## config.mk

```make
export PLATFORM = sky130hd
export DESIGN_NAME = fcin_ctrl
export DESIGN_NICKNAME = d
export VERILOG_FILES = /design/src/common/fcin_pkg.sv /design/src/design/fcin_cfg_filter.sv /design/src/design/fcin_ctrl.sv
export SDC_FILE = /design/constraint.sdc
export NUM_CORES = 1
export LEC_CHECK = 0
export BUFFER_PORTS_ARGS = -buffer_cell sky130_fd_sc_hd__buf_4
export CAP_MARGIN = 20
export CELL_PAD_IN_SITES_DETAIL_PLACEMENT = 0
export CELL_PAD_IN_SITES_GLOBAL_PLACEMENT = 1
export CORE_ASPECT_RATIO = 1.1
export CORE_MARGIN = 2
export CORE_UTILIZATION = 47
export DETAILED_ROUTE_END_ITERATION = 10
export HOLD_SLACK_MARGIN = 0.1
export PLACE_DENSITY_LB_ADDON = 0.1
export SYNTH_ARGS = -nofsm -noshare
export SYNTH_HDL_FRONTEND = slang
export SYNTH_SLANG_ARGS = --single-unit
```

## constraint.sdc

```tcl
create_clock -name CLK -period 3 [get_ports CLK]
set_clock_uncertainty 0.2 [all_clocks]
set_input_delay 0.15 -clock CLK [delete_from_list [all_inputs] [get_ports CLK]]
set_output_delay 0.15 -clock CLK [all_outputs]
set_load 0.01 [all_outputs]
```

## src/common/fcin_pkg.sv

```systemverilog
// Purpose: shared constants for the failure-configuration and init/normal controller
// Assumes: 40 MHz system clock; all times converted to cycles here
// Notes:   figures with no published value are plain defaults
package fcin_pkg;

  // ***************************************************
  // clock
  // ***************************************************
  localparam int CLK_PERIOD_NS = 25;
  localparam int CLK_MHZ       = 40;

  // ***************************************************
  // timing
  // ***************************************************
  // reset delay time, microseconds (plain default)
  localparam int RD_US         = 10000;
  localparam int RD_CYC_DFLT   = RD_US * CLK_MHZ;
  // long open window of the watchdog, milliseconds (plain default)
  localparam int LW_MS         = 200;
  localparam int LW_CYC_DFLT   = LW_MS * 1000 * CLK_MHZ;
  // continuous config filter time, least time so rounded up
  localparam int CFG_F_NS      = 1000;
  localparam int FILT_CYC      = (CFG_F_NS + CLK_PERIOD_NS - 1) / CLK_PERIOD_NS;
  // interrupt pulse width, rounded up
  localparam int INT_PULSE_NS  = 2000;
  localparam int INT_PULSE_CYC = (INT_PULSE_NS + CLK_PERIOD_NS - 1) / CLK_PERIOD_NS;

  // ***************************************************
  // widths and reset values
  // ***************************************************
  localparam int CNT_W         = 24;
  localparam int FILT_W        = 8;
  localparam int INT_W         = 7;
  localparam int WAKE_W        = 6;
  localparam logic [1:0] WD_CNT_MAX = 2'h2;
  localparam logic       LATCHED_PIN_CONFIG_BIT_DFLT  = 1'h0;

  // ***************************************************
  // operating modes
  // ***************************************************
  typedef enum logic [1:0] {
    MD_INIT     = 2'h0,
    MD_NORMAL   = 2'h1,
    MD_RESTART  = 2'h2,
    MD_FAILSAFE = 2'h3
  } fcin_mode_e;

endpackage

```

## src/design/fcin_cfg_filter.sv

```systemverilog
// Purpose: continuous stability filter on the config/interrupt pin level
// Assumes: level is already synchronised to CLK
// Notes:   stable drops the cycle after any change of level
`timescale 1ns/100ps
`default_nettype none
module fcin_cfg_filter
  import fcin_pkg::*;
(
  // clock and reset
  input  wire logic clk,
  input  wire logic rst,
  // filter
  input  wire logic run,
  input  wire logic level,
  output var  logic stable,
  output var  logic value
);

  typedef struct packed {
    logic              prev;
    logic [FILT_W-1:0] cnt;
    logic              stable;
    logic              value;
  } fcin_filt_s;

  fcin_filt_s st_r;
  fcin_filt_s st_nxt;

  // ***************************************************
  // filter
  // ***************************************************
  always_comb begin
    st_nxt      = st_r;
    st_nxt.prev = level;
    if (!run || level != st_r.prev) begin
      // a glitch restarts the full filter time
      st_nxt.cnt    = '0;
      st_nxt.stable = 1'h0;
    end else if (st_r.cnt == FILT_W'(FILT_CYC - 1)) begin
      st_nxt.stable = 1'h1;
      st_nxt.value  = level;
    end else begin
      st_nxt.cnt = st_r.cnt + FILT_W'(1);
    end
  end

  always_ff @(posedge clk or posedge rst) begin
    if (rst) begin
      st_r <= '0;
    end else begin
      st_r <= st_nxt;
    end
  end

  assign stable = st_r.stable;
  assign value  = st_r.value;
endmodule
`default_nettype wire

```

## src/design/fcin_ctrl.sv

```systemverilog
// Purpose: start-up config latch, failure reaction, init exit and normal defaults
// Assumes: RST is the power-on reset; host-side strobes are on CLK
// Notes:   supply comparators and the config pin are asynchronous and synchronised
//
// Summary of operation
// - during reset delay weakly pull config pin low and filter its level
// - latch hardware config bit from filtered pin at reset output rise
// - while power-on flag set, repeat pull-down and latch every reset
// - no stable pin level during sampling latches config bit as zero
// - hardware bit one: watchdog failure restarts; fail outputs by software bit or at the second failure
// - hardware bit zero, software bit one: watchdog failure goes fail-safe with fail outputs
// - both bits zero: first failure restarts, second goes fail-safe
// - every watchdog failure asserts the reset output
// - overvoltage with reset enable and hardware one: flag, fail outputs, restart
// - overvoltage with reset enable and hardware zero: flag, fail outputs, fail-safe
// - overvoltage without reset enable only sets the flag
// - software and latched pin config bits are both readable
// - latched config persists until power-on reset
// - in init any host command moves to normal mode
// - no trigger before long window ends records failure and restarts
// - wake events are ignored and dropped in init
// - reset held low below threshold at power-up, no undervoltage or fail
// - wake in normal pulses interrupt, mode unchanged
// - normal entry turns second regulator and switches off; from init more off
// - fail outputs inactive in normal unless kept from restart
// - the test bit drives the fail outputs in normal only
// - after power-on start in init with long open window
`timescale 1ns/100ps
`default_nettype none
module fcin_ctrl
  import fcin_pkg::*;
#(
  parameter logic [CNT_W-1:0] RD_CYC = CNT_W'(RD_CYC_DFLT),
  parameter logic [CNT_W-1:0] LW_CYC = CNT_W'(LW_CYC_DFLT)
)(
  // clock and power-on reset
  input  wire logic              CLK,
  input  wire logic              RST,
  // supply comparators, asynchronous
  input  wire logic              MAIN_ABOVE_RT,
  input  wire logic              MAIN_OV,
  // config/interrupt pin, open drain
  input  wire logic              CFG_INT_IN,
  output var  logic              CFG_INT_OUT,
  output var  logic              CFG_INT_OE,
  // host strobes and software bits
  input  wire logic              SPI_CMD_STB,
  input  wire logic              WD_TRIG,
  input  wire logic              WD_FAIL,
  input  wire logic              FLAG_CLR,
  input  wire logic              POR_FLAG,
  input  wire logic              SW_CFG,
  input  wire logic              MAIN_OV_RST_EN,
  input  wire logic              FO_TEST,
  // wake detections
  input  wire logic [WAKE_W-1:0] WAKE_EVT,
  // reset and fail outputs
  output var  logic              RESET_OUT_N,
  output var  logic              FAIL_OUT_N,
  // status
  output var  logic [1:0]        MODE,
  output var  logic              HARDWARE_CONTROL_REG_CFG,
  output var  logic              WK_LVL_LATCHED_PIN_CONFIG_BIT,
  output var  logic              MAIN_OV_FLAG,
  output var  logic              MAIN_UV_FLAG,
  output var  logic [1:0]        WD_FAIL_CNT,
  // normal-entry defaults
  output var  logic              REG2_HS_OFF,
  output var  logic              REG3_CAN_LIN_OFF
);

  typedef struct packed {
    logic             rt1;
    logic             rt2;
    logic             ov1;
    logic             ov2;
    logic             ov_prev;
    logic             pin1;
    logic             pin2;
    fcin_mode_e       mode;
    logic             ro;
    logic [CNT_W-1:0] dly;
    logic [CNT_W-1:0] win;
    logic             win_run;
    logic             latched;
    logic             latched_pin_config_bit;
    logic             sw_cfg;
    logic             fo;
    logic             fail_n;
    logic [1:0]       wd_cnt;
    logic             ov_flag;
    logic             uv_flag;
    logic [INT_W-1:0] int_cnt;
    logic             pd;
    logic             int_oe;
    logic             reg2_off;
    logic             reg3_off;
  } fcin_state_s;

  fcin_state_s st_r;
  fcin_state_s st_nxt;
  logic        flt_stable;
  logic        flt_value;
  logic        ov_hit;
  logic        wd_ev;
  logic        ro_rise;
  logic [1:0]  cnt_new;

  // ***************************************************
  // config pin filter
  // ***************************************************
  fcin_cfg_filter u_filt (
    .clk    (CLK),
    .rst    (RST),
    .run    (st_r.pd),
    .level  (st_r.pin2),
    .stable (flt_stable),
    .value  (flt_value)
  );

  assign ov_hit = st_r.ov2 & ~st_r.ov_prev;

  // ***************************************************
  // next state
  // ***************************************************
  always_comb begin
    st_nxt          = st_r;
    wd_ev           = 1'h0;
    ro_rise         = 1'h0;
    cnt_new         = st_r.wd_cnt;
    // only the second stage reads the first
    st_nxt.rt1      = MAIN_ABOVE_RT;
    st_nxt.rt2      = st_r.rt1;
    st_nxt.ov1      = MAIN_OV;
    st_nxt.ov2      = st_r.ov1;
    st_nxt.ov_prev  = st_r.ov2;
    st_nxt.pin1     = CFG_INT_IN;
    st_nxt.pin2     = st_r.pin1;
    st_nxt.sw_cfg   = SW_CFG;
    st_nxt.reg2_off = 1'h0;
    st_nxt.reg3_off = 1'h0;
    if (st_r.int_cnt != '0) begin
      st_nxt.int_cnt = st_r.int_cnt - INT_W'(1);
    end
    // clear first so that a set in the same cycle wins
    if (FLAG_CLR) begin
      st_nxt.ov_flag = 1'h0;
      st_nxt.uv_flag = 1'h0;
      st_nxt.wd_cnt  = 2'h0;
      cnt_new        = 2'h0;
      if (st_r.mode == MD_NORMAL) begin
        st_nxt.fo = 1'h0;
      end
    end
    case (st_r.mode)
      MD_INIT: begin
        // wake events fall through untouched here
        if (!st_r.ro) begin
          // no undervoltage flag and no fail output during the ramp
          if (!st_r.rt2) begin
            st_nxt.dly = '0;
          end else if (st_r.dly == RD_CYC - CNT_W'(1)) begin
            ro_rise        = 1'h1;
            st_nxt.win     = '0;
            st_nxt.win_run = 1'h1;
          end else begin
            st_nxt.dly = st_r.dly + CNT_W'(1);
          end
        end else begin
          if (WD_TRIG) begin
            st_nxt.win_run = 1'h0;
          end else if (st_r.win_run) begin
            // the host owns the trigger inside the window
            if (st_r.win == LW_CYC - CNT_W'(1)) begin
              wd_ev = 1'h1;
            end else begin
              st_nxt.win = st_r.win + CNT_W'(1);
            end
          end
          if (SPI_CMD_STB && !wd_ev) begin
            st_nxt.mode     = MD_NORMAL;
            st_nxt.reg2_off = 1'h1;
            st_nxt.reg3_off = 1'h1;
          end
        end
      end
      MD_NORMAL: begin
        if (!st_r.rt2) begin
          st_nxt.uv_flag = 1'h1;
          st_nxt.mode    = MD_RESTART;
          st_nxt.ro      = 1'h0;
          st_nxt.dly     = '0;
        end else begin
          wd_ev = WD_FAIL;
          if (|WAKE_EVT) begin
            st_nxt.int_cnt = INT_W'(INT_PULSE_CYC);
          end
        end
      end
      MD_RESTART: begin
        if (!st_r.rt2) begin
          st_nxt.dly = '0;
        end else if (st_r.dly == RD_CYC - CNT_W'(1)) begin
          // fail outputs are left as they stand
          ro_rise         = 1'h1;
          st_nxt.mode     = MD_NORMAL;
          st_nxt.reg2_off = 1'h1;
        end else begin
          st_nxt.dly = st_r.dly + CNT_W'(1);
        end
      end
      MD_FAILSAFE: begin
        // main regulator off; only a wake brings it back
        if (|WAKE_EVT) begin
          st_nxt.mode = MD_RESTART;
          st_nxt.dly  = '0;
        end
      end
      default: begin
        st_nxt.mode = MD_INIT;
      end
    endcase
    // watchdog failure reaction
    if (wd_ev) begin
      cnt_new       = (cnt_new == WD_CNT_MAX) ? WD_CNT_MAX : cnt_new + 2'h1;
      st_nxt.wd_cnt = cnt_new;
      st_nxt.ro     = 1'h0;
      st_nxt.dly    = '0;
      if (st_r.sw_cfg || cnt_new == WD_CNT_MAX) begin
        st_nxt.fo = 1'h1;
      end
      if (st_r.mode == MD_INIT || st_r.latched_pin_config_bit) begin
        st_nxt.mode = MD_RESTART;
      end else if (!st_r.sw_cfg && cnt_new != WD_CNT_MAX) begin
        st_nxt.mode = MD_RESTART;
      end else begin
        st_nxt.mode = MD_FAILSAFE;
      end
    end
    // overvoltage reaction while the main regulator is on
    if (ov_hit && st_r.mode != MD_FAILSAFE) begin
      st_nxt.ov_flag = 1'h1;
      if (MAIN_OV_RST_EN) begin
        st_nxt.fo   = 1'h1;
        st_nxt.ro   = 1'h0;
        st_nxt.dly  = '0;
        st_nxt.mode = st_r.latched_pin_config_bit ? MD_RESTART : MD_FAILSAFE;
      end
    end
    // configuration latch on the reset output rise
    if (ro_rise && st_nxt.ro == 1'h0 && st_nxt.mode != MD_FAILSAFE) begin
      st_nxt.ro = 1'h1;
      if (!st_r.latched || POR_FLAG) begin
        // unstable pin gives zero
        st_nxt.latched_pin_config_bit    = flt_stable ? flt_value : LATCHED_PIN_CONFIG_BIT_DFLT;
        st_nxt.latched = 1'h1;
      end
    end
    // weak pull-down during the delay only while a latch is still due
    st_nxt.pd     = ~st_nxt.ro & st_r.rt2 & (~st_r.latched | POR_FLAG);
    st_nxt.int_oe = st_nxt.pd | (st_nxt.int_cnt != '0);
    // test bit acts in normal mode only; it cannot hide a real failure
    st_nxt.fail_n = ~(st_nxt.fo | (st_nxt.mode == MD_NORMAL & FO_TEST));
  end

  always_ff @(posedge CLK or posedge RST) begin
    if (RST) begin
      st_r        <= '0;
      st_r.mode   <= MD_INIT;
      st_r.fail_n <= 1'h1;
    end else begin
      st_r <= st_nxt;
    end
  end

  // ***************************************************
  // outputs
  // ***************************************************
  assign CFG_INT_OUT      = 1'h0;
  assign CFG_INT_OE       = st_r.int_oe;
  assign RESET_OUT_N      = st_r.ro;
  assign FAIL_OUT_N       = st_r.fail_n;
  assign MODE             = st_r.mode;
  assign HARDWARE_CONTROL_REG_CFG      = st_r.sw_cfg;
  assign WK_LVL_LATCHED_PIN_CONFIG_BIT      = st_r.latched_pin_config_bit;
  assign MAIN_OV_FLAG     = st_r.ov_flag;
  assign MAIN_UV_FLAG     = st_r.uv_flag;
  assign WD_FAIL_CNT      = st_r.wd_cnt;
  assign REG2_HS_OFF      = st_r.reg2_off;
  assign REG3_CAN_LIN_OFF = st_r.reg3_off;
endmodule
`default_nettype wire
```

==> results of run 1 <==
cell usage in the layout (no fill, tap or decap), types with 9 or more instances in the layout:
cell type | synthesis | routed
dfrtp_1 | 89 | 89
nor2_1 | 62 | 62
nand2_1 | 60 | 60
buf_4 | 7 | 57
a21oi_1 | 28 | 28
o21ai_0 | 27 | 27
nand3_1 | 22 | 22
nor3_1 | 20 | 20
xor2_1 | 16 | 16
xnor2_1 | 14 | 14
and3_1 | 13 | 13
o211ai_1 | 12 | 12
dlygate4sd3_1 | 0 | 12
nor4_1 | 11 | 11
inv_1 | 12 | 11
and4_1 | 9 | 9
nand4_1 | 9 | 9
clkbuf_16 | 0 | 9
metal layers:
layer,vias to the layer above,global-route usage
met5,-,0
met4,0,0.1218
met3,29,0.03937
met2,131,0.3682
met1,2266,0.3265
li1,2222,-
state kept, by name, indices dropped and copies added, names as in the netlist, 2 cells and up:
register and count:
MODE 2, WD_FAIL_CNT 2, u_filt.st_r 9, st_nxt 4
st_r 62
metrics by stage:
step                      utilization  setup WS (ns)  area, µm²  cells  power (µW)
after floorplan                     -         0.3164       5321    583        1544
after global placement         0.5202         0.3499       5702    748        1624
after detailed placement       0.5202         0.2679       5702    748        1633
after CTS                      0.5588         0.2274       6125    776        2825
after global routing           0.5589        0.08279       6126    776        2918
final                          0.5589         0.2267       6126    776        2797
final cells by class:
type / instances / area, µm² / area share
flip-flops and latches: 90 / 2253 / 0.3679
clock inverters: 6 / 73.82 / 0.01205
well taps: 147 / 183.9 / 0.03002
clock buffers: 10 / 229.0 / 0.03738
multi-input cells: 441 / 2771 / 0.4524
repair buffers: 70 / 568.0 / 0.09273
inverters: 12 / 46.29 / 0.007557
cells by family (layout without fill, tap and decap cells):
group,Yosys count,after routing,share of synthesized area
DFF,90,90,0.4235
adders and majority gates,6,6,0.01411
other,1,1,0.0007047
AOI/OAI and AO/OA,137,137,0.1836
buffers and inverters,52,98,0.05596
and+or+nand+nor,261,261,0.2603
muxes,6,6,0.01246
xor gates and xnor gates,30,30,0.04938
power groups by stage:
stage | registers, µW | logic, µW | clock network, µW
4_1_cts | 1340 | 286 | 1200
3_5_place_dp | 1360 | 271 | 0
2_1_floorplan | 1350 | 196 | 0
6_report | 1340 | 283 | 1180
5_1_grt | 1350 | 322 | 1250
3_3_place_gp | 1360 | 264 | 0
repair_timing:
item                       4_1_cts  5_1_grt
hold buffers                    12        0
gates resized for setup          0        1
hold endpoints to repair        68        0
setup endpoints to repair        0        1
worst max path at each step:
stage             start         end  cells after the start
3_5_place_dp   st_r[48]    st_r[67]                      6
6_report       st_r[48]    st_r[67]                      6
4_1_cts        st_r[48]    st_r[67]                      6
3_3_place_gp   st_r[48]    st_r[51]                      6
2_1_floorplan       RST  CFG_INT_OE                      1
5_1_grt        st_r[48]    st_r[43]                      6
worst max-delay path, stage by stage (launching register included):
cell and delay (ns):
dfrtp_1 0.54, nand4_4 0.23, or4_4 0.65, o211ai_2 0.27, xnor2_1 0.15, a221oi_1 0.09, a2111oi_0 0.49
==> impl_table.tex, run 1 <==
\begin{tabular}{lr}
\hline
Metric & Value \\
\hline
\multicolumn{2}{l}{\textbf{Layout}} \\
Number of nets in the layout & 649 \\
Antenna Diode Count & 0 \\
Relative area change from synthesis to final layout & 15.12\% \\
Fraction of layout instances using a drive strength above 1 & 0.1669 \\
Number of filler cells placed in the layout & approximately 970 \\
\multicolumn{2}{l}{\textbf{Synthesis}} \\
Post-Synthesis Net Count & 608 \\
Sequential element share of the synthesized area & 0.4235 \\
Leading cell type by number of instances after synthesis & dfrtp\_1 \\
Warnings, synthesis & 0 \\
Top FF cell, synth & dfrtp\_1 \\
Commonest cells in the synthesized netlist & 89 x dfrtp\_1, 62 x nor2\_1, 60 x nand2\_1 \\
Count of state elements after synthesis & 90 \\
Largest cells by area after synthesis & dfrtp\_1 42\%, nor2\_1 4.4\%, nand2\_1 4.2\%, a21oi\_1 2.6\%, xor2\_1 2.6\% \\
Post-Synthesis Cell Area & 5321 µm² \\
Yosys cell types & 70 \\
Yosys top cell by area & dfrtp\_1 \\
Area fraction of the dominant cell type after synthesis & 0.4185 \\
Gate count of the mapped netlist & 583 \\
Mean area per synthesized cell & 9.128 µm² \\
Number of enable flip-flop cells after synthesis & 0 \\
Async S/R FF share, synth & 1.000 \\
\multicolumn{2}{l}{\textbf{Setup path}} \\
Maximum fanout count along the critical path & 10 \\
Reg-to-reg critical path endpoint & st\_r[67] \\
Cell depth of the worst flop-to-flop path & 6 \\
Signal arrival time at the worst endpoint & 2.77 ns \\
Endpoint type of the worst setup path & flip-flop \\
Critical R2R Launch & st\_r[48] \\
Setup CP Type & reg -> reg \\
Critical Path RT & between 2 and 3 ns \\
Category of the worst setup path launch point & flip-flop \\
Internal reg-to-reg setup slack & between 0.2 and 0.25 ns \\
\multicolumn{2}{l}{\textbf{Outcome}} \\
Outcome & completed \\
\multicolumn{2}{l}{\textbf{Clock network}} \\
Total clock buffers created by CTS & 9 \\
Clk root buf & clkbuf\_16 \\
Sinks on the clock net & 90 \\
Clk Latency, worst-skew pair & about 0.36 ns \\
Post-CTS repair timing setup buffer count & 0 \\
TritonCTS clock tree & yes \\
Clock-pin transition on the worst setup and hold timing paths & about 0.07 ns \\
Number of buffers on the longest clock path & 2 \\
Deepest level of the CTS H-tree & 3 \\
\multicolumn{2}{l}{\textbf{Global routing}} \\
Number of antenna violations at the first check in global routing & 0 \\
Total global routing overflow & 0 \\
Global-route wire length before repair & 22,930 µm \\
Pin count of the biggest net entering global routing & 63 \\
Vias in the first global route & 4,428 \\
Overall Global Routing Usage & 0.2386 \\
\multicolumn{2}{l}{\textbf{Flow run}} \\
Max-Cap Viols & 0 \\
\multicolumn{2}{l}{\textbf{Timing}} \\
Worst-Margin Slew & 0.8346 ns \\
Ratio of final minimum period to clock period & 0.9244 \\
Final hold viol count & 0 \\
Worst hold slack after final layout & 0.1383 ns \\
Sum Neg Setup Slack & 0 ns \\
Fmax & 360.6 MHz \\
Setup repair after global routing missed its margin & false \\
Final number of max-transition violations & 0 \\
Count of endpoints failing setup in the final report & 0 \\
Tmin final & approximately 2.8 ns \\
Slew headroom & 0.4393 \\
\multicolumn{2}{l}{\textbf{Floorplanning}} \\
Initial Util & 0.4855 \\
Die outline height & 115.6 µm \\
Core box area & 10,960 µm² \\
Die area & 12,190 µm² \\
Die boundary width & between 100 and 150 µm \\
FP Rows & 40 \\
Top-level port count & 33 \\
\multicolumn{2}{l}{\textbf{Route}} \\
First drt pass iteration count & 5 \\
Detailed route wirelength on metal2 & between 6000 and 7000 µm \\
Drt first-iter violations & 368 \\
Average detailed-routed wire length per instance & 17.86 µm \\
Routed metal-1 wirelength & 6622 µm \\
Total wire length & 13,860 µm \\
\# DRC & 0 \\
Post-detailed-route count of antenna-violating nets & 0 \\
Uppermost layer routed & met4 \\
Total via count in the routed design & $\sim$4.6k \\
Vias per inst & 5.990 \\
Sum of met3 wire segment lengths after detailed routing & 626 µm \\
\multicolumn{2}{l}{\textbf{Place}} \\
Final estimated routing congestion in global placement & 0.8851 \\
Detailed-placement wirelength estimate & 9593 µm \\
Number of buffer cells added on primary ports & 31 \\
\multicolumn{2}{l}{\textbf{Pwr}} \\
Internal power & 2064 µW \\
VDD IR max & 264.4 µV \\
Cell leakage power & 0.002662 µW \\
Share of power burned in registers & 0.479 \\
Switch share & 0.2623 \\
Clock network fraction of total power & 0.420 \\
Power density relative to cell area & 456.6 nW/µm² \\
Combinational share of power & 0.101 \\
Switching power total & 733.7 µW \\
\multicolumn{2}{l}{\textbf{Worst hold path}} \\
WHS Path Cells & 3 \\
Hold\_sp & MAIN\_OV\_RST\_EN \\
End point of the worst hold path & st\_r[16] \\
Path class of the lowest-slack min-delay path & in -> reg \\
\hline
\end{tabular}
Power figures use the tool's default switching activity.
==> run 2, diff against run 1 <==
--- a/config.mk
+++ b/config.mk
@@ -5,13 +5,14 @@
 export SDC_FILE = /design/constraint.sdc
 export NUM_CORES = 1
 export LEC_CHECK = 0
+export ABC_AREA = 1
 export BUFFER_PORTS_ARGS = -buffer_cell sky130_fd_sc_hd__buf_4
 export CAP_MARGIN = 20
 export CELL_PAD_IN_SITES_DETAIL_PLACEMENT = 0
 export CELL_PAD_IN_SITES_GLOBAL_PLACEMENT = 1
 export CORE_ASPECT_RATIO = 1.1
 export CORE_MARGIN = 2
-export CORE_UTILIZATION = 47
+export CORE_UTILIZATION = 46
 export DETAILED_ROUTE_END_ITERATION = 10
 export HOLD_SLACK_MARGIN = 0.1
 export PLACE_DENSITY_LB_ADDON = 0.1
==> impl_table.tex, run 2 <==
\begin{tabular}{lr}
\hline
Metric & Value \\
\hline
\multicolumn{2}{l}{\textbf{Route}} \\
First drt pass iteration count & 6 \\
Total via count in the routed design & between 5k and 6k \\
\# DRC & 0 \\
Vias per inst & around 5.5 \\
Average detailed-routed wire length per instance & 15.70 µm \\
Total wire length & roughly 15,000 µm \\
Post-detailed-route count of antenna-violating nets & 0 \\
Drt first-iter violations & 366 \\
\multicolumn{2}{l}{\textbf{Setup path}} \\
Signal arrival time at the worst endpoint & 2.87 ns \\
Category of the worst setup path launch point & flip-flop \\
Setup CP Type & reg -> reg \\
Cells along the critical path & ha\_2, nand2\_2, nor2\_4, nand3\_1, nor2\_1, nand4\_1, nand3\_1, nand2\_1, a21boi\_2, nand3b\_1, nand2\_1, dlygate4sd3\_1, inv\_1 \\
Critical R2R Launch & st\_r[45] \\
Endpoint type of the worst setup path & flip-flop \\
Largest stage delay, worst path & about 0.54 ns \\
Master of the slowest instance on the critical path & dlygate4sd3\_1 \\
Internal reg-to-reg setup slack & 0.22 ns \\
Cell depth of the worst flop-to-flop path & 13 \\
Reg-to-reg critical path endpoint & FAIL\_OUT\_N \\
Maximum fanout count along the critical path & 6 \\
Critical Path RT & 3.09 ns \\
\multicolumn{2}{l}{\textbf{Timing}} \\
Worst-Margin Slew & 0.7615 ns \\
Setup repair after global routing missed its margin & false \\
Final hold viol count & 0 \\
Fmax & 359.7 MHz \\
Slew headroom & 0.4917 \\
Sum Neg Setup Slack & 0 ns \\
Final number of max-transition violations & 0 \\
Final setup slack of the worst path & 0.2196 ns \\
Tmin final & 2.780 ns \\
Ratio of final minimum period to clock period & 0.9268 \\
Count of endpoints failing setup in the final report & 0 \\
\multicolumn{2}{l}{\textbf{Global routing}} \\
Overall Global Routing Usage & 0.2349 \\
Vias in the first global route & 5,307 \\
Global-route wire length before repair & 25,560 µm \\
Total global routing overflow & 0 \\
Number of antenna violations at the first check in global routing & 0 \\
Pin count of the biggest net entering global routing & 50 \\
\multicolumn{2}{l}{\textbf{Synthesis}} \\
Leading cell type by number of instances after synthesis & nand2\_1 \\
Top FF cell, synth & dfrtp\_1 \\
Gate count of the mapped netlist & 768 \\
Largest cells by area after synthesis & dfrtp\_1 39\%, nand2\_1 10\%, inv\_1 6.2\%, nor2\_1 5.0\%, nand3\_1 4.2\% \\
Warnings, synthesis & 0 \\
Area fraction of the dominant cell type after synthesis & 0.3886 \\
Async S/R FF share, synth & 1.000 \\
Post-Synthesis Net Count & 793 \\
Post-Synthesis Cell Area & 5730 µm² \\
Number of enable flip-flop cells after synthesis & 0 \\
Mean area per synthesized cell & about 7.5 µm² \\
Yosys cell types & 49 \\
Sequential element share of the synthesized area & 0.3932 \\
Count of state elements after synthesis & 90 \\
Commonest cells in the synthesized netlist & 156 x nand2\_1, 94 x inv\_1, 89 x dfrtp\_1 \\
Yosys top cell by area & dfrtp\_1 \\
\multicolumn{2}{l}{\textbf{Floorplanning}} \\
Die boundary width & 110.4 µm \\
Core box area & approximately 12,000 µm² \\
Top-level port count & 33 \\
Die outline height & 121.1 µm \\
Die area & 13,370 µm² \\
Initial Util & 0.4741 \\
FP Rows & between 40 and 50 \\
\multicolumn{2}{l}{\textbf{Outcome}} \\
Outcome & completed \\
\multicolumn{2}{l}{\textbf{Layout}} \\
Most frequent cells in the layout & 156 x nand2\_1, 93 x inv\_1, 89 x dfrtp\_1 \\
Area of the multi-input gates & between 2000 and 3000 µm² \\
Relative area change from synthesis to final layout & 14.78\% \\
Fraction of layout instances using a drive strength above 1 & 0.1318 \\
Final instance area & between 6000 and 7000 µm² \\
Number of filler cells placed in the layout & roughly 1.2k \\
Max reg flops & between 60 and 70 \\
Largest Register & st\_r \\
Antenna Diode Count & 0 \\
Leading cell type in the layout, fill and taps excluded & nand2\_1 \\
Number of nets in the layout & 832 \\
Sequential cell area & 2253 µm² \\
\multicolumn{2}{l}{\textbf{Worst hold path}} \\
WHS Path Cells & 0 \\
Hold\_sp & st\_nxt[77] \\
End point of the worst hold path & st\_r[77] \\
Path class of the lowest-slack min-delay path & reg -> reg \\
\multicolumn{2}{l}{\textbf{Clock network}} \\
Clk root buf & clkbuf\_16 \\
Sinks on the clock net & 90 \\
Deepest level of the CTS H-tree & 3 \\
Clk Latency, worst-skew pair & roughly 0.35 ns \\
Total clock buffers created by CTS & 9 \\
Post-CTS repair timing setup buffer count & 0 \\
Number of buffers on the longest clock path & 2 \\
TritonCTS clock tree & yes \\
Clock-pin transition on the worst setup and hold timing paths & 0.08 ns \\
\multicolumn{2}{l}{\textbf{Flow run}} \\
Max-Cap Viols & 0 \\
\multicolumn{2}{l}{\textbf{Place}} \\
Detailed-placement wirelength estimate & around 11,000 µm \\
Final estimated routing congestion in global placement & 0.8930 \\
Area post-placement & 6103 µm² \\
Number of buffer cells added on primary ports & 31 \\
Minimum setup slack after placement & 0.4433 ns \\
\multicolumn{2}{l}{\textbf{Pwr}} \\
Cell leakage power & 0.002844 µW \\
Power density relative to cell area & around 390 nW/µm² \\
VDD IR max & 263.7 µV \\
\hline
\end{tabular}
[run 2: layer usage]
layer / vias to the layer above / routed length [µm] / track usage / part of all wire
li1: 2655 / - / - / -
met1: 2561 / 7053 / 0.3122 / 0.47
met2: 123 / 7370 / 0.3999 / 0.49
met3: 19 / 463 / 0.02847 / 0.031
met4: 0 / 276 / 0.07969 / 0.018
met5: - / 0 / 0 / 0
[run 2: kinds of logic (layout without fill, tap and decap cells)]
group | count (synthesis) | after routing | share of synthesized area
buffers and inverters | 132 | 176 | 0.09541
AO/OA/AOI/OAI | 139 | 139 | 0.1592
XOR/XNOR | 24 | 24 | 0.03668
other | 1 | 1 | 0.0006544
multiplexers | 1 | 1 | 0.001965
AND/OR/NAND/NOR | 375 | 375 | 0.2998
flip-flops | 90 | 90 | 0.3932
adder cells (fa/ha/maj) | 6 | 6 | 0.01310
[run 2: area by class of cell]
type / instances / area share
inverters: 100 / 0.05726
well taps: 154 / 0.02929
multi-input cells: 546 / 0.4465
clock buffers: 9 / 0.03424
repair buffers: 60 / 0.07609
flip-flops and latches: 90 / 0.3426
clock inverters: 7 / 0.01408
[run 2: timing repair]
action / in CTS / in global routing
gates resized for setup: 0 / 2
setup endpoints to repair: 0 / 1
endpoints found under the hold margin: 61 / 0
hold buffers: 15 / 0
[run 2: critical path: cells and delay by family (launching register included)]
kind,cells,cell delay (ns)
and+or+nand+nor,9,1.08
buffers and inverters,2,0.58
DFF,1,0.43
adders and majority gates,1,0.25
AOI/OAI and AO/OA,1,0.20
[run 2: worst max path at each step]
stage | start | end | slack (ns) | depth (start not counted)
finish | st_r[45] | FAIL_OUT_N | 0.22 | 13
detailed placement | st_r[21] | CFG_INT_OE | 0.44 | 15
CTS | st_r[45] | FAIL_OUT_N | 0.13 | 13
floorplan | RST | CFG_INT_OE | 0.32 | 1
global route | st_r[45] | FAIL_OUT_N | 0.03 | 13
global placement | st_r[22] | CFG_INT_OE | 0.53 | 15
[run 2: where the power goes]
group | internal [µW] | switching, µW
registers | 1230 | 10.3
logic | 51.7 | 77.6
clock network | 670 | 547
[run 2: per-stage QoR]
stage | util | hold WS [ns] | total power (µW) | instances
after floorplan | - | -0.01857 | 1322 | 768
after global placement | 0.5050 | 0.06023 | 1374 | 935
after detailed placement | 0.5050 | 0.06078 | 1376 | 935
after CTS | 0.5437 | 0.1594 | 2620 | 966
after global routing | 0.5442 | 0.1883 | 2693 | 966
final | 0.5442 | 0.1572 | 2582 | 966
==> run 3, diff against run 2 <==
--- a/config.mk
+++ b/config.mk
@@ -6,7 +6,7 @@
 export NUM_CORES = 1
 export LEC_CHECK = 0
 export ABC_AREA = 1
-export BUFFER_PORTS_ARGS = -buffer_cell sky130_fd_sc_hd__buf_4
+export BUFFER_PORTS_ARGS = -buffer_cell sky130_fd_sc_hd__buf_2
 export CAP_MARGIN = 20
 export CELL_PAD_IN_SITES_DETAIL_PLACEMENT = 0
 export CELL_PAD_IN_SITES_GLOBAL_PLACEMENT = 1
==> impl_table.tex, run 3 (synthesis gave the netlist of run 2 again) <==
\begin{tabular}{lr}
\hline
Metric & Value \\
\hline
\multicolumn{2}{l}{\textbf{Layout}} \\
Max reg flops & 62 \\
Largest Register & st\_r \\
Number of nets in the layout & 835 \\
Antenna Diode Count & 0 \\
Relative area change from synthesis to final layout & 14.08\% \\
Post-Route Utilization & 0.5409 \\
Fraction of layout instances using a drive strength above 1 & 0.1337 \\
Final instance area & roughly 6500 µm² \\
Most frequent cells in the layout & 156 x nand2\_1, 93 x inv\_1, 88 x dfrtp\_1 \\
Leading cell type in the layout, fill and taps excluded & nand2\_1 \\
\multicolumn{2}{l}{\textbf{Timing}} \\
Slew headroom & 0.6633 \\
Worst hold slack after final layout & 0.1565 ns \\
Sum Neg Setup Slack & 0 ns \\
Ratio of final minimum period to clock period & 0.9162 \\
Count of endpoints failing setup in the final report & 0 \\
Final hold viol count & 0 \\
Fmax & 363.8 MHz \\
Tmin final & around 2.7 ns \\
Final number of max-transition violations & 0 \\
Setup repair after global routing missed its margin & false \\
Worst-Margin Slew & 0.5004 ns \\
\multicolumn{2}{l}{\textbf{Global routing}} \\
Pin count of the biggest net entering global routing & 56 \\
Total global routing overflow & 0 \\
Global-route wire length before repair & roughly 26,000 µm \\
Number of antenna violations at the first check in global routing & 0 \\
Overall Global Routing Usage & 0.2385 \\
Vias in the first global route & 5,277 \\
\multicolumn{2}{l}{\textbf{Route}} \\
Total via count in the routed design & roughly 5.3k \\
Post-detailed-route count of antenna-violating nets & 0 \\
\# DRC & 0 \\
Total wire length & 15,270 µm \\
Average detailed-routed wire length per instance & 15.76 µm \\
Drt first-iter violations & between 300 and 400 \\
Vias per inst & approximately 5.5 \\
First drt pass iteration count & 5 \\
\multicolumn{2}{l}{\textbf{Outcome}} \\
Outcome & completed \\
\multicolumn{2}{l}{\textbf{Clock network}} \\
TritonCTS clock tree & yes \\
Total clock buffers created by CTS & 9 \\
Deepest level of the CTS H-tree & 3 \\
Clk Latency, worst-skew pair & $\sim$0.36 ns \\
Clk root buf & clkbuf\_16 \\
Sinks on the clock net & 90 \\
Post-CTS repair timing setup buffer count & 0 \\
Number of buffers on the longest clock path & 2 \\
Clock-pin transition on the worst setup and hold timing paths & around 0.080 ns \\
\multicolumn{2}{l}{\textbf{Setup path}} \\
Signal arrival time at the worst endpoint & approximately 2.8 ns \\
Internal reg-to-reg setup slack & 0.25 ns \\
Critical Path RT & about 3.1 ns \\
Endpoint type of the worst setup path & flip-flop \\
Cell depth of the worst flop-to-flop path & 14 \\
Maximum fanout count along the critical path & 7 \\
Setup CP Type & reg -> reg \\
Category of the worst setup path launch point & flip-flop \\
\multicolumn{2}{l}{\textbf{Pwr}} \\
Cell leakage power & around 0.0028 µW \\
Clock network fraction of total power & 0.460 \\
Share of power burned in registers & 0.489 \\
Power density relative to cell area & just under 400 nW/µm² \\
VDD IR max & between 300 and 400 µV \\
Switch share & 0.2600 \\
Switching power total & 656.5 µW \\
Combinational share of power & 0.051 \\
Internal power & 1868 µW \\
\multicolumn{2}{l}{\textbf{Place}} \\
Area post-placement & 6026 µm² \\
Detailed-placement wirelength estimate & 11,050 µm \\
Number of buffer cells added on primary ports & 31 \\
Final estimated routing congestion in global placement & 0.9195 \\
\multicolumn{2}{l}{\textbf{Floorplanning}} \\
Core box area & between 10,000 and 15,000 µm² \\
FP Rows & 42 \\
Die boundary width & $\sim$110 µm \\
Top-level port count & 33 \\
Die outline height & 121.1 µm \\
Initial Util & 0.4741 \\
Die area & between 10,000 and 15,000 µm² \\
\multicolumn{2}{l}{\textbf{Flow run}} \\
Max-Cap Viols & 0 \\
\multicolumn{2}{l}{\textbf{Worst hold path}} \\
WHS Path Cells & 0 \\
Path class of the lowest-slack min-delay path & reg -> reg \\
\hline
\end{tabular}
==> run 3: metrics by stage <==
stage	std cells	setup slack (ns)	power [µW]
detailed placement	935	0.4571	1369
global route	969	0.03801	2612
global placement	935	0.5073	1366
CTS	967	0.1701	2548
floorplan	768	0.3164	1322
finish	969	0.2515	2525
==> run 3: worst paths after layout <==
path	startpoint	to
min in group asynchronous	RST	RESET_OUT_N
min reg2reg	st_nxt[75]	st_nxt[74]
max reg2reg	st_r[21]	FAIL_OUT_N
max	st_r[21]	FAIL_OUT_N
max in group asynchronous	RST	FAIL_OUT_N
min	st_nxt[75]	st_nxt[74]
==> run 3: final cells by class <==
| class | instances | area (µm²) |
|---|---|---|
| clock buffers | 9 | 225.2 |
| clock inverters | 7 | 81.33 |
| fillers | 1221 | 5549 |
| inverters | 100 | 376.6 |
| multi-input cells | 546 | 2937 |
| flip-flops and latches | 90 | 2255 |
| well taps | 154 | 192.7 |
| repair buffers | 63 | 470.5 |
==> run 3: critical path: stages, from the launching register on <==
cell,delay (ns)
dfrtp_1,0.39
ha_1,0.25
nand3_1,0.12
inv_1,0.08
nand2_1,0.19
inv_2,0.07
nand4_1,0.11
nand2_2,0.11
inv_1,0.10
nand2_1,0.08
a21boi_2,0.19
nand3b_1,0.11
nand2_1,0.07
dlygate4sd3_1,0.55
inv_1,0.05
==> run 3: power groups by stage <==
stage | combinational [µW] | sequential (µW) | clock, µW
after floorplan | 64.7 | 1260 | 0
after global placement | 108 | 1260 | 0
after detailed placement | 110 | 1260 | 0
after CTS | 124 | 1230 | 1190
after global routing | 145 | 1240 | 1230
final | 128 | 1240 | 1160
==> run 3: layer usage <==
metal,up-vias,track usage,routed length [µm]
li1,2670,-,-
met3,30,0.02897,444
met4,0,0.1016,435
met1,2534,0.3029,6966
met2,101,0.4130,7426
met5,-,0,0
==> run 3: repair_timing <==
action,CTS,global route
hold endpoints to repair,72,2
gates resized for setup,0,3
setup endpoints to repair,0,1
hold buffers,16,1
